<file path="config.mk">
export PLATFORM = sky130hd
export DESIGN_NAME = tbc_time_base
export DESIGN_NICKNAME = d
export VERILOG_FILES = /design/src/tbc_pkg.sv /design/src/tbc_edge_sync.sv /design/src/tbc_time_base.sv
export SDC_FILE = /design/constraint.sdc
export NUM_CORES = 1
export LEC_CHECK = 0
export BUFFER_PORTS_ARGS = -buffer_cell sky130_fd_sc_hd__buf_2
export CORE_AREA = 2 2 138 207
export CTS_CLUSTER_DIAMETER = 120
export CTS_CLUSTER_SIZE = 14
export DETAILED_ROUTE_END_ITERATION = 6
export DIE_AREA = 0 0 140 209
export PLACE_DENSITY_LB_ADDON = 0.3
export SETUP_SLACK_MARGIN = 0.05
export SLEW_MARGIN = 10
export SYNTH_ARGS = -nofsm -noshare
export SYNTH_HDL_FRONTEND = slang
export SYNTH_SLANG_ARGS = --single-unit
</file>
<file path="constraint.sdc">
create_clock -name pclk -period 4.1 [get_ports pclk]
set_input_delay 0.41 -clock pclk [delete_from_list [all_inputs] [get_ports pclk]]
set_output_delay 0.41 -clock pclk [all_outputs]
set_load 0.02 [all_outputs]
</file>
<file path="src/tbc_pkg.sv">
// Purpose: shared constants and types of the timer time base
// Assumes: 32-bit apb data, one aligned word per register
// Notes:   offsets are byte addresses on the low 8 address bits
package tbc_pkg;

    // ==========================================================
    // widths
    localparam int          CNT_W = 32;
    localparam int          PSC_W = 16;
    localparam int          NSRC  = 7;

    // ==========================================================
    // register offsets
    localparam logic [7:0]  OFS_CTL0  = 8'h00;
    localparam logic [7:0]  OFS_SMCFG = 8'h08;
    localparam logic [7:0]  OFS_STAT  = 8'h10;
    localparam logic [7:0]  OFS_SWEV  = 8'h14;
    localparam logic [7:0]  OFS_CNT   = 8'h24;
    localparam logic [7:0]  OFS_PSC   = 8'h28;
    localparam logic [7:0]  OFS_CAR   = 8'h2c;

    // ==========================================================
    // field positions
    localparam int          CTL0_CEN   = 0;
    localparam int          CTL0_UPDATE_DISABLE = 1;
    localparam int          CTL0_DIR   = 4;
    localparam int          CTL0_CAM   = 5;
    localparam int          SMC_SMS    = 0;
    localparam int          SMC_TSS    = 4;
    localparam int          SMC_FLT    = 8;
    localparam int          SMC_CHPOL  = 12;
    localparam int          SMC_EM1    = 14;
    localparam int          STAT_UPF   = 0;
    localparam int          SWEV_UPG   = 0;

    // ==========================================================
    // reset values and masks
    localparam logic [31:0] RST_CAR = 32'hffff_ffff;
    localparam logic [15:0] RST_PSC = 16'h0000;
    localparam logic [31:0] MASK16  = 32'h0000_ffff;
    localparam logic [31:0] MASK32  = 32'hffff_ffff;

    // source bit order at the edge detector
    localparam int          SRC_CH0 = 4;
    localparam int          SRC_CH1 = 5;
    localparam int          SRC_ETI = 6;

    typedef enum logic [1:0] {SRC_KERNEL, SRC_ITI, SRC_CHAN, SRC_EXT} tbc_src_e;

    // ==========================================================
    // state carriers
    typedef struct packed {
        logic [NSRC-1:0] s1;
        logic [NSRC-1:0] s2;
        logic [NSRC-1:0] s3;
        logic [NSRC-1:0] lvl;
        logic            filt;
        logic [3:0]      fcnt;
        logic [NSRC-1:0] rise;
        logic [NSRC-1:0] fall;
    } tbc_sync_s;

    typedef struct packed {
        logic              pready;
        logic              pslverr;
        logic [31:0]       prdata;
        logic              counter_run_enable;
        logic              update_disable;
        logic              dir;
        logic [1:0]        center_align_mode;
        logic [2:0]        sms;
        logic [2:0]        tss;
        logic [3:0]        flt;
        logic              chpol;
        logic              em1;
        logic              upf;
        logic [PSC_W-1:0]  psc_buf;
        logic [PSC_W-1:0]  psc_act;
        logic [CNT_W-1:0]  car_buf;
        logic [CNT_W-1:0]  car_act;
        logic [CNT_W-1:0]  cnt;
        logic [PSC_W-1:0]  pcnt;
        logic              uev;
        logic              pclk_pulse;
    } tbc_state_s;

endpackage

</file>
<file path="src/tbc_edge_sync.sv">
// Purpose: synchronise trigger and pin inputs, filter the external
//          trigger and report rising and falling edges
// Assumes: inputs are asynchronous to pclk
// Notes:   edge pulses are one pclk cycle long
`timescale 1ns/100ps
module tbc_edge_sync (
    // clock and reset
    input  wire logic                     pclk,
    input  wire logic                     presetn,
    // raw inputs and filter length
    input  wire logic [tbc_pkg::NSRC-1:0] raw_in,
    input  wire logic [3:0]               filt_len,
    // edge pulses
    output logic      [tbc_pkg::NSRC-1:0] rise,
    output logic      [tbc_pkg::NSRC-1:0] fall
);

    tbc_pkg::tbc_sync_s st_ff;
    tbc_pkg::tbc_sync_s nxt_st;
    logic [tbc_pkg::NSRC-1:0] nxt_lvl;

    // ==========================================================
    // per-bit agreement of stages two and three
    genvar gi;
    generate
        for (gi = 0; gi < tbc_pkg::NSRC; gi++) begin : g_lvl
            // stage one feeds stage two only
            assign nxt_lvl[gi] = (st_ff.s2[gi] == st_ff.s3[gi]) ? st_ff.s3[gi]
                                                               : st_ff.lvl[gi];
        end
    endgenerate

    // ==========================================================
    // next state
    always_comb begin
        nxt_st     = st_ff;
        nxt_st.s1  = raw_in;
        nxt_st.s2  = st_ff.s1;
        nxt_st.s3  = st_ff.s2;
        nxt_st.lvl = nxt_lvl;
        // eti must differ for filt_len + 1 cycles before the filtered level moves
        if (st_ff.lvl[tbc_pkg::SRC_ETI] == st_ff.filt) begin
            nxt_st.fcnt = 4'h0;
        end else if (st_ff.fcnt >= filt_len) begin
            nxt_st.filt = st_ff.lvl[tbc_pkg::SRC_ETI];
            nxt_st.fcnt = 4'h0;
        end else begin
            nxt_st.fcnt = st_ff.fcnt + 4'h1;
        end
        nxt_st.rise = 7'h00;
        nxt_st.fall = 7'h00;
        nxt_st.rise[tbc_pkg::SRC_ETI] = nxt_st.filt & ~st_ff.filt;
        nxt_st.fall[tbc_pkg::SRC_ETI] = ~nxt_st.filt & st_ff.filt;
        for (int i = 0; i < tbc_pkg::SRC_ETI; i++) begin
            nxt_st.rise[i] = nxt_lvl[i] & ~st_ff.lvl[i];
            nxt_st.fall[i] = ~nxt_lvl[i] & st_ff.lvl[i];
        end
    end

    always_ff @(posedge pclk or negedge presetn) begin
        if (!presetn) begin
            st_ff <= '0;
        end else begin
            st_ff <= nxt_st;
        end
    end

    assign rise = st_ff.rise;
    assign fall = st_ff.fall;

endmodule

</file>
<file path="src/tbc_time_base.sv">
// Purpose: timer time base - clock source select, prescaler, counter
// Assumes: apb slave, zero wait, byte addresses on paddr[7:0]
// Notes:   counter width fixed per instance by WIDE_CNT
// Operation
// - select 000 uses the kernel clock
// - run enable divides input by prescale value plus one
// - select 1,2,3,7 uses trigger source choice
// - select 4,5,6 keeps the kernel clock
// - select 7, source 4-6: channel pin edges
// - select 7, source 0-3: trigger rising edges
// - mode one enable clocks from external trigger
// - select 7, source 7: external trigger
// - filter external trigger, pulse per rise
// - division factor 1 to 65536
// - new prescale applies at update event
// - up mode wraps, update on overflow
// - up mode software update clears counter
// - update disable suppresses update events
// - update event loads reload and prescale shadows
// - down mode reloads, update on underflow
// - down mode software update loads reload
// - center mode up then down, edge events
// - center mode direction is read-only status
// - center mode software update clears counter
// - center mode field picks flag events
// - counter 16 or 32 bits per instance
`timescale 1ns/100ps
module tbc_time_base #(
    parameter bit WIDE_CNT = 1'b1
) (
    // clock and reset
    input  wire logic        pclk,
    input  wire logic        presetn,
    // apb slave
    input  wire logic        psel,
    input  wire logic        penable,
    input  wire logic        pwrite,
    input  wire logic [7:0]  paddr,
    input  wire logic [31:0] pwdata,
    output logic      [31:0] prdata,
    output logic             pready,
    output logic             pslverr,
    // clock sources
    input  wire logic [3:0]  internal_trigger_in,
    input  wire logic        channel_pin0,
    input  wire logic        channel_pin1,
    input  wire logic        external_trigger_input,
    // events
    output logic             update_event,
    output logic             prescaled_clock
);

    tbc_pkg::tbc_state_s st_ff;
    tbc_pkg::tbc_state_s nxt_st;
    logic [tbc_pkg::NSRC-1:0] rise;
    logic [tbc_pkg::NSRC-1:0] fall;
    tbc_pkg::tbc_src_e        src;
    logic                     tick;
    logic                     cnt_tick;
    logic                     wr;
    logic                     upg_wr;
    logic                     ov;
    logic                     un;
    logic [31:0]              cmask;
    logic [31:0]              rdata;
    logic                     hit;

    // ==========================================================
    // edge detection of outside sources
    tbc_edge_sync u_sync (
        .pclk     (pclk),
        .presetn  (presetn),
        .raw_in   ({external_trigger_input, channel_pin1, channel_pin0,
                    internal_trigger_in}),
        .filt_len (st_ff.flt),
        .rise     (rise),
        .fall     (fall)
    );

    // 16-bit instances clear the upper half of written reload and counter values and of up counts; reset reload is all ones
    assign cmask  = WIDE_CNT ? tbc_pkg::MASK32 : tbc_pkg::MASK16;
    assign wr     = psel & penable & pwrite & st_ff.pready;
    assign upg_wr = wr & (paddr == tbc_pkg::OFS_SWEV) & pwdata[tbc_pkg::SWEV_UPG];

    // ==========================================================
    // clock source select
    always_comb begin
        src = tbc_pkg::SRC_KERNEL;
        if (st_ff.em1) begin
            src = tbc_pkg::SRC_EXT;
        end else if (st_ff.sms inside {3'h1, 3'h2, 3'h3, 3'h7}) begin
            case (st_ff.tss)
                3'h0, 3'h1, 3'h2, 3'h3: src = tbc_pkg::SRC_ITI;
                3'h4, 3'h5, 3'h6:       src = tbc_pkg::SRC_CHAN;
                default:                src = tbc_pkg::SRC_EXT;
            endcase
        end
        // with em1 clear, select 000 and 100..110 stay on the kernel clock
    end

    always_comb begin
        case (src)
            tbc_pkg::SRC_ITI:  tick = rise[st_ff.tss[1:0]];
            tbc_pkg::SRC_CHAN: begin
                case (st_ff.tss)
                    3'h4:    tick = rise[tbc_pkg::SRC_CH0] | fall[tbc_pkg::SRC_CH0];
                    3'h5:    tick = st_ff.chpol ? fall[tbc_pkg::SRC_CH0]
                                                : rise[tbc_pkg::SRC_CH0];
                    default: tick = st_ff.chpol ? fall[tbc_pkg::SRC_CH1]
                                                : rise[tbc_pkg::SRC_CH1];
                endcase
            end
            tbc_pkg::SRC_EXT:  tick = rise[tbc_pkg::SRC_ETI];
            default:           tick = 1'b1;
        endcase
    end

    // prescaler counts 0..psc_act, so factor is psc_act + 1
    assign cnt_tick = st_ff.counter_run_enable & tick & (st_ff.pcnt == st_ff.psc_act);

    // ==========================================================
    // counter step and events
    always_comb begin
        ov = 1'b0;
        un = 1'b0;
        if (cnt_tick) begin
            if (st_ff.center_align_mode == 2'b00) begin
                if (!st_ff.dir) begin
                    ov = (st_ff.cnt >= st_ff.car_act);
                end else begin
                    un = (st_ff.cnt == '0);
                end
            end else begin
                if (!st_ff.dir) begin
                    ov = (st_ff.cnt == st_ff.car_act - 32'h1);
                end else begin
                    un = (st_ff.cnt == 32'h1);
                end
            end
        end
    end

    // ==========================================================
    // apb read data and decode
    always_comb begin
        hit   = 1'b1;
        rdata = 32'h0000_0000;
        case (paddr)
            tbc_pkg::OFS_CTL0: begin
                rdata[tbc_pkg::CTL0_CEN]                 = st_ff.counter_run_enable;
                rdata[tbc_pkg::CTL0_UPDATE_DISABLE]               = st_ff.update_disable;
                rdata[tbc_pkg::CTL0_DIR]                 = st_ff.dir;
                rdata[tbc_pkg::CTL0_CAM +: 2]            = st_ff.center_align_mode;
            end
            tbc_pkg::OFS_SMCFG: begin
                rdata[tbc_pkg::SMC_SMS +: 3]             = st_ff.sms;
                rdata[tbc_pkg::SMC_TSS +: 3]             = st_ff.tss;
                rdata[tbc_pkg::SMC_FLT +: 4]             = st_ff.flt;
                rdata[tbc_pkg::SMC_CHPOL]                = st_ff.chpol;
                rdata[tbc_pkg::SMC_EM1]                  = st_ff.em1;
            end
            tbc_pkg::OFS_STAT: rdata[tbc_pkg::STAT_UPF] = st_ff.upf;
            tbc_pkg::OFS_SWEV: rdata = 32'h0000_0000;
            tbc_pkg::OFS_CNT:  rdata = st_ff.cnt;
            tbc_pkg::OFS_PSC:  rdata[tbc_pkg::PSC_W-1:0] = st_ff.psc_buf;
            tbc_pkg::OFS_CAR:  rdata = st_ff.car_buf;
            default:           hit = 1'b0;
        endcase
    end

    // ==========================================================
    // next state
    always_comb begin
        nxt_st            = st_ff;
        nxt_st.uev        = 1'b0;
        nxt_st.pclk_pulse = cnt_tick;
        // answer is prepared in setup so access completes at once
        nxt_st.pready     = psel & ~penable;
        nxt_st.pslverr    = psel & ~penable & ~hit;
        if (psel && !penable && !pwrite) begin
            nxt_st.prdata = rdata;
        end

        if (wr) begin
            case (paddr)
                tbc_pkg::OFS_CTL0: begin
                    nxt_st.counter_run_enable   = pwdata[tbc_pkg::CTL0_CEN];
                    nxt_st.update_disable = pwdata[tbc_pkg::CTL0_UPDATE_DISABLE];
                    nxt_st.center_align_mode   = pwdata[tbc_pkg::CTL0_CAM +: 2];
                    // hardware owns the direction in center mode
                    if (st_ff.center_align_mode == 2'b00) begin
                        nxt_st.dir = pwdata[tbc_pkg::CTL0_DIR];
                    end
                end
                tbc_pkg::OFS_SMCFG: begin
                    nxt_st.sms   = pwdata[tbc_pkg::SMC_SMS +: 3];
                    nxt_st.tss   = pwdata[tbc_pkg::SMC_TSS +: 3];
                    nxt_st.flt   = pwdata[tbc_pkg::SMC_FLT +: 4];
                    nxt_st.chpol = pwdata[tbc_pkg::SMC_CHPOL];
                    nxt_st.em1   = pwdata[tbc_pkg::SMC_EM1];
                end
                tbc_pkg::OFS_STAT: begin
                    if (!pwdata[tbc_pkg::STAT_UPF]) begin
                        nxt_st.upf = 1'b0;
                    end
                end
                tbc_pkg::OFS_PSC: nxt_st.psc_buf = pwdata[tbc_pkg::PSC_W-1:0];
                tbc_pkg::OFS_CAR: nxt_st.car_buf = pwdata & cmask;
                tbc_pkg::OFS_CNT: nxt_st.cnt     = pwdata & cmask;
                default: ;
            endcase
        end

        // prescaler, frozen while stopped
        if (st_ff.counter_run_enable && tick) begin
            nxt_st.pcnt = cnt_tick ? '0 : st_ff.pcnt + 16'h1;
        end

        // counter
        if (cnt_tick) begin
            if (st_ff.center_align_mode == 2'b00) begin
                if (!st_ff.dir) begin
                    nxt_st.cnt = ov ? '0 : (st_ff.cnt + 32'h1) & cmask;
                end else begin
                    nxt_st.cnt = un ? st_ff.car_act : st_ff.cnt - 32'h1;
                end
            end else if (!st_ff.dir) begin
                nxt_st.cnt = (st_ff.cnt + 32'h1) & cmask;
                if (ov) begin
                    nxt_st.dir = 1'b1;
                end
            end else begin
                nxt_st.cnt = st_ff.cnt - 32'h1;
                if (un) begin
                    nxt_st.dir = 1'b0;
                end
            end
        end

        // software update wins over counting
        if (upg_wr) begin
            nxt_st.pcnt = '0;
            if (st_ff.center_align_mode == 2'b00 && st_ff.dir) begin
                nxt_st.cnt = st_ff.car_act;
            end else begin
                nxt_st.cnt = '0;
            end
        end

        // update event and shadow load
        if ((ov || un || upg_wr) && !st_ff.update_disable) begin
            nxt_st.uev     = 1'b1;
            nxt_st.psc_act = nxt_st.psc_buf;
            nxt_st.car_act = nxt_st.car_buf;
            // set wins over a same-cycle clear
            if (upg_wr || st_ff.center_align_mode == 2'b00 || (st_ff.center_align_mode[0] && un) ||
                (st_ff.center_align_mode[1] && ov)) begin
                nxt_st.upf = 1'b1;
            end
        end
    end

    always_ff @(posedge pclk or negedge presetn) begin
        if (!presetn) begin
            st_ff         <= '0;
            st_ff.psc_buf <= tbc_pkg::RST_PSC;
            st_ff.psc_act <= tbc_pkg::RST_PSC;
            st_ff.car_buf <= tbc_pkg::RST_CAR;
            st_ff.car_act <= tbc_pkg::RST_CAR;
        end else begin
            st_ff <= nxt_st;
        end
    end

    assign prdata          = st_ff.prdata;
    assign pready          = st_ff.pready;
    assign pslverr         = st_ff.pslverr;
    assign update_event    = st_ff.uev;
    assign prescaled_clock = st_ff.pclk_pulse;
endmodule

</file>
Yosys cells after proc, flatten, opt, wreduce, memory -nomap -nowiden
Index checks and enable logic that the tools add are counted.
{ "totals": {"reg_bits": 244, "inputBits": 52, "output_inout_bits": 36, "wordCells": 203} }
{ "classes": {"n_addsub": 5, "n_lt_le_gt_ge": 3, "eq_ne": 30, "mux": 68, "bitwise": 38, "n_reduce_logical": 29} }
{ "ops": {"columns": ["operator", "n"], "rows": [
  ["$mux W32", 12],
  ["$sub A32 B1 Y32 const B", 2],
  ["$mux W16", 3],
  ["$mux W48", 1],
  ["$add A32 B1 Y32 const B", 1],
  ["$eq A32 B1 Y1 const B", 1],
  ["$eq A32 B32 Y1", 1],
  ["$ge A32 B32 Y1", 1],
  ["$logic_not A32 Y1", 1],
  ["$pmux W16 S2", 1],
  ["$mux W1", 31],
  ["$eq A8 B6 Y1 const B", 3],
  ["$and A1 B1 Y1", 22],
  ["$pmux W5 S4", 1],
  ["$add A16 B1 Y16 const B", 1],
  ["$eq A16 B16 Y1", 1],
  ["$eq A8 B5 Y1 const B", 2],
  ["$not A1 Y1", 15],
  ["$pmux W1 S3", 5],
  ["$pmux W3 S5", 1],
  ["$eq A3 B2 Y1 const B", 4],
  ["$eq A3 B3 Y1 const B", 4],
  ["$mux W12", 1],
  ["$eq A1 B1 Y1", 8],
  ["30 further kinds", 50]
]} }

Depth between registers and ports, before layout
{ "logic_depth": {"ltp_word": 15, "mapped_depth": 14, "mapped_depth_nobuf": 11} }

Modules after synthesis
From an unflattened synthesis, not the netlist that was laid out.
{ "unflattened": {"cells_unflattened": 1590, "hier_area_um2": 14978.1} }
{ "modules_own_cells": {"columns": ["module", "instances", "cells_each", "area_per_inst_um2", "seq_area_each_um2"], "rows": [
  ["tbc_time_base", 1, 1478, 13314.0, 5034.8],
  ["tbc_edge_sync", 1, 112, 1664.1, 1176.1]
]} }

Worst setup path before layout
Ideal clock, no wire load.
{ "synth_path": {"path_kind": "register to register", "start": "register st_ff[55] in the netlist's numbering", "end": "register st_ff[120] in the netlist's numbering", "setup_ps": 125, "t_arrival_ps": 3451, "required_time_ps": 3975, "slack_ps": 524, "stages_incl_launch_ff": 13, "path_buffers": 3, "synth_period_minus_slack_ps": 3576, "path_cell_list": "dfstp_2 -> buf_2 -> or4_4 -> or4_4 -> or2_1 -> nor3_1 -> mux2_2 -> a211oi_2 -> nand4_2 -> a31oi_4 -> buf_6 -> buf_12 -> mux2_4"} }
{ "synth_between": {"elab_chain_cells": 8, "elab_cells_between_ends": 10, "cone_classes": "1 x add/sub; 1 x order compare; 1 x eq/ne; 4 x mux; 3 x reduce/logical"} }
{ "synth_rtl": {"columns": ["element", "line_no", "source"], "rows": [
  ["start: declaration", "tbc_time_base.sv:53", "tbc_pkg::tbc_state_s st_ff;"],
  ["start signal: assignment", "tbc_time_base.sv:271", "st_ff <= nxt_st;"],
  ["$sub A32 B1 Y32", "tbc_time_base.sv:135", "ov = (st_ff.cnt == st_ff.car_act - 32'h1);"],
  ["$eq A32 B32 Y1", "tbc_time_base.sv:135", null],
  ["$mux W1", "tbc_time_base.sv:134", "if (!st_ff.dir) begin"],
  ["$mux W1 *", "tbc_time_base.sv:127", "if (st_ff.center_align_mode == 2'b00) begin"],
  ["$mux W1 *", "tbc_time_base.sv:126", "if (cnt_tick) begin"],
  ["$logic_or A1 B1 Y1 * (2 in a row)", "tbc_time_base.sv:251", "if ((ov || un || upg_wr) && !st_ff.update_disable) begin"],
  ["$logic_and A1 B1 Y1 *", "tbc_time_base.sv:251", null]
]} }
Mark *: on every way between the ends. The rest lies on a longest branch, timed or not.
A chain may end at the register's enable or synchronous reset.

Worst setup path in the final report
{ "layout_path": {"start": "register st_ff[56] in the netlist's numbering", "end": "register st_ff[118] in the netlist's numbering"} }
The elaborated chain is that of the path after synthesis.

==> flow_summary.ini <==
[synthesis]
netlist-cell-type-count = 72
syn-cell-area_um2 = 14690
yosysTopAreaCellShare = 0.2998
netlist_instances = 1568
async_flop_share = 1.000
synth_edf_count = 0
synth_fp_nets = 1662
yosys_warnings = 0
ys_seq_elements = 240
synth.area.top_cells = dfrtp_1 (30%), dfstp_2 (11%), mux2_2 (7.8%), xnor2_1 (4.1%), nand2_1 (3.7%)
ys_seq_area_frac = 0.4143
yosys.area.top_type = dfrtp_1
synthFlopType = dfrtp_1
avgSynthCellArea_um2 = 9.368

[clocking]
cts.sinks = 240
clk_path_buf_depth = 3
clk_pin_slew_ns = 0.06
h-tree-depth = 1
cts_resized = 0
cts_tree = yes
post_cts_buffers = 0
hold_buffers = 8
cts_buffers = 21
worstSkewPairLatency_ns = 0.53
cts_root_buffer = clkbuf_16

[cells_and_area]
diodes = 0
final_common_cell = dfrtp_1
final_cell_mix = dfrtp_1 (176), nand2_1 (143), nor2_1 (136)
nFillCells = 2466
final_cell_count_no_fill = 1985
syn2layout_area_growth_pct = 10.19
drive_above_1_share = 0.2312
regArea_um2 = 6086
stdcell_area_um2 = 16190
fin_util = 0.5847
nets = 1719
multiInputGateArea_um2 = 7784

[sta]
drv_slew = 0
setup_tns_ns = 0
fmax_mhz = 259.4
setup_violations = 0
post-route-min-period_ns = 3.854
timing.hold.ws_ns = 0.1014
slew_headroom = 0.4504
finalCritPeriodShare = 0.9401
clock_skew_ns = 0.01889
worst_slew_pin_slew_ns = 0.8245
rsz0062_at_grt = no
hold_viol = 0
setup_ws_ns = 0.2456

[setup_path]
cp_max_fo = 36
critPathRequiredTime_ns = 4.51
cp_top_family = simple AND/OR/NAND/NOR gates
crit_type = register to register
critPathLaunchType = register
cp_slowest_cell = or4_4
path_buf_inv = 1
cpPeakStageDelay_ns = 0.63
cp-end-kind = register
worst-endpoint-arrival_ns = 4.26
crit_chain = or4_4, or4_4, or2_1, nor3_1, mux2_2, a211oi_2, nand4_2, a31oi_4, buf_12, mux2_2

[drt]
first_pass_iters = 7
num_vias = 12510
drc_errors = 7
viasPerCell = 6.300
postRouteAntennaNets = 0
drt-initial-drc-count = 1076
totalWireLength_um = 47870
wl_per_cell_um = 24.11

[global_route]
met1_usage = 0.3559
grt_pass1_wl_um = 72730
met3_usage = 0.04858
grt_pass1_vias = 12500
gr-total-overflow = 0
grtUsageMet2 = 0.5606
grt_usage = 0.3257
grt_busiest_layer = met2
grt_max_degree = 110
antenna_found_initial = 0

[floorplanning]
io_pins = 88
die_w_um = 140
core_area_um2 = 27680
die_y_um = 209
placement_rows = 75
die-area_um2 = 29260
start_util = 0.5306

[run_status]
status = finished, violations left
failed_checks = DRC

[placed_design]
gp_congestion = 1.014
portBuffers = 87
dp.cells = 1940
hpwlAfterDp_um = 35420
pre_cts_slack_ns = 0.3152
dpl_cell_area_um2 = 15500

[worst_hold_path]
holdCritPathClass = primary input to register

[pwr]
p_leak_nw = 7.251
power_density_nw_per_um2 = 289.1
total_power_mw = 4.680
vdd_drop_max_mv = 0.3176

[flow_run]
maxCapViolations = 0
[layer usage]
metal	vias up	wire length (µm)
met4	0	4574
li1	5693	-
met1	6034	16820
met5	-	0
met3	222	3020
met2	556	23450
[flip-flops by register name (all words and copies together), names as in the netlist]
| name | cells |
|---|---|
| prdata | 32 |
| u_sync.st_ff | 19 |
| prescaled_clock | 1 |
| u_sync.rise | 7 |
| pslverr | 1 |
| update_event | 1 |
| pready | 1 |
| u_sync.fall | 2 |
| u_sync.nxt_st | 14 |
| st_ff | 162 |
[final timing paths]
| path | from | endpoint | slack [ns] | cells past startpoint |
|---|---|---|---|---|
| setup / recovery | st_ff[56]$_DFFE_PN1P_ | st_ff[118]$_DFFE_PN0P_ | 0.25 | 10 |
| hold / removal | penable | pready$_DFF_PN0_ | 0.10 | 2 |
| setup reg to reg | st_ff[56]$_DFFE_PN1P_ | st_ff[118]$_DFFE_PN0P_ | 0.25 | 10 |
| hold reg to reg | u_sync.nxt_st[33]$_DFF_PN0_ | u_sync.nxt_st[26]$_DFF_PN0_ | 0.35 | 0 |
| max in group asynchronous | presetn | u_sync.rise[0]$_DFF_PN0_ | 2.44 | 3 |
| min in group asynchronous | presetn | prdata[20]$_DFFE_PN0P_ | 0.53 | 2 |
[report_power, final]
group / internal, mW / switching [mW] / leakage, nW / total, mW
sequential: 2.41 / 0.0337 / 2.97 / 2.44
combinational: 0.121 / 0.246 / 3.99 / 0.367
clock: 0.968 / 0.902 / 0.287 / 1.87
total: 3.50 / 1.18 / 7.25 / 4.68
[final cells by class]
cell class              count  share of cell area
inverters                  49             0.01136
multi-input cells        1147              0.4809
clock buffers              35             0.03571
repair buffers            166             0.06772
clock inverters             2            0.001546
well taps                 346             0.02675
flip-flops and latches    240              0.3760
[synth_stat cells, types with 6 or more instances]
cell type / n
o22ai_1: 17
nor3_1: 44
mux2_4: 10
nand2_1: 143
mux2_2: 102
a221oi_1: 8
nor2_1: 137
and3_1: 24
or3_1: 11
nor3b_1: 8
nand2b_1: 13
a22o_1: 8
dfstp_2: 64
o31ai_1: 8
dfrtp_1: 176
or4_1: 13
a211oi_1: 8
a21oi_1: 75
nor4_1: 23
nor2b_1: 9
nand3_1: 35
and4_1: 11
a22oi_1: 28
o211ai_1: 16
and2_1: 6
clkbuf_1: 81
xnor2_1: 69
xor2_1: 44
a21o_1: 8
buf_4: 35
buf_1: 9
ha_1: 42
a31oi_1: 16
inv_1: 49
o21ai_0: 98
mux2i_1: 17
nand4_1: 27
maj3_1: 8
[kinds of logic (layout without fill, tap and decap cells)]
group	after synthesis	after routing	synth area share
AND/OR/NAND/NOR	523	523	0.1758
AO/OA/AOI/OAI	332	332	0.1440
flip-flops	240	240	0.4143
buffers and inverters	181	252	0.05724
multiplexers	129	129	0.1000
XOR/XNOR	113	113	0.06738
adder cells (fa/ha/maj)	50	50	0.04123
Power figures use the tool's default switching activity.
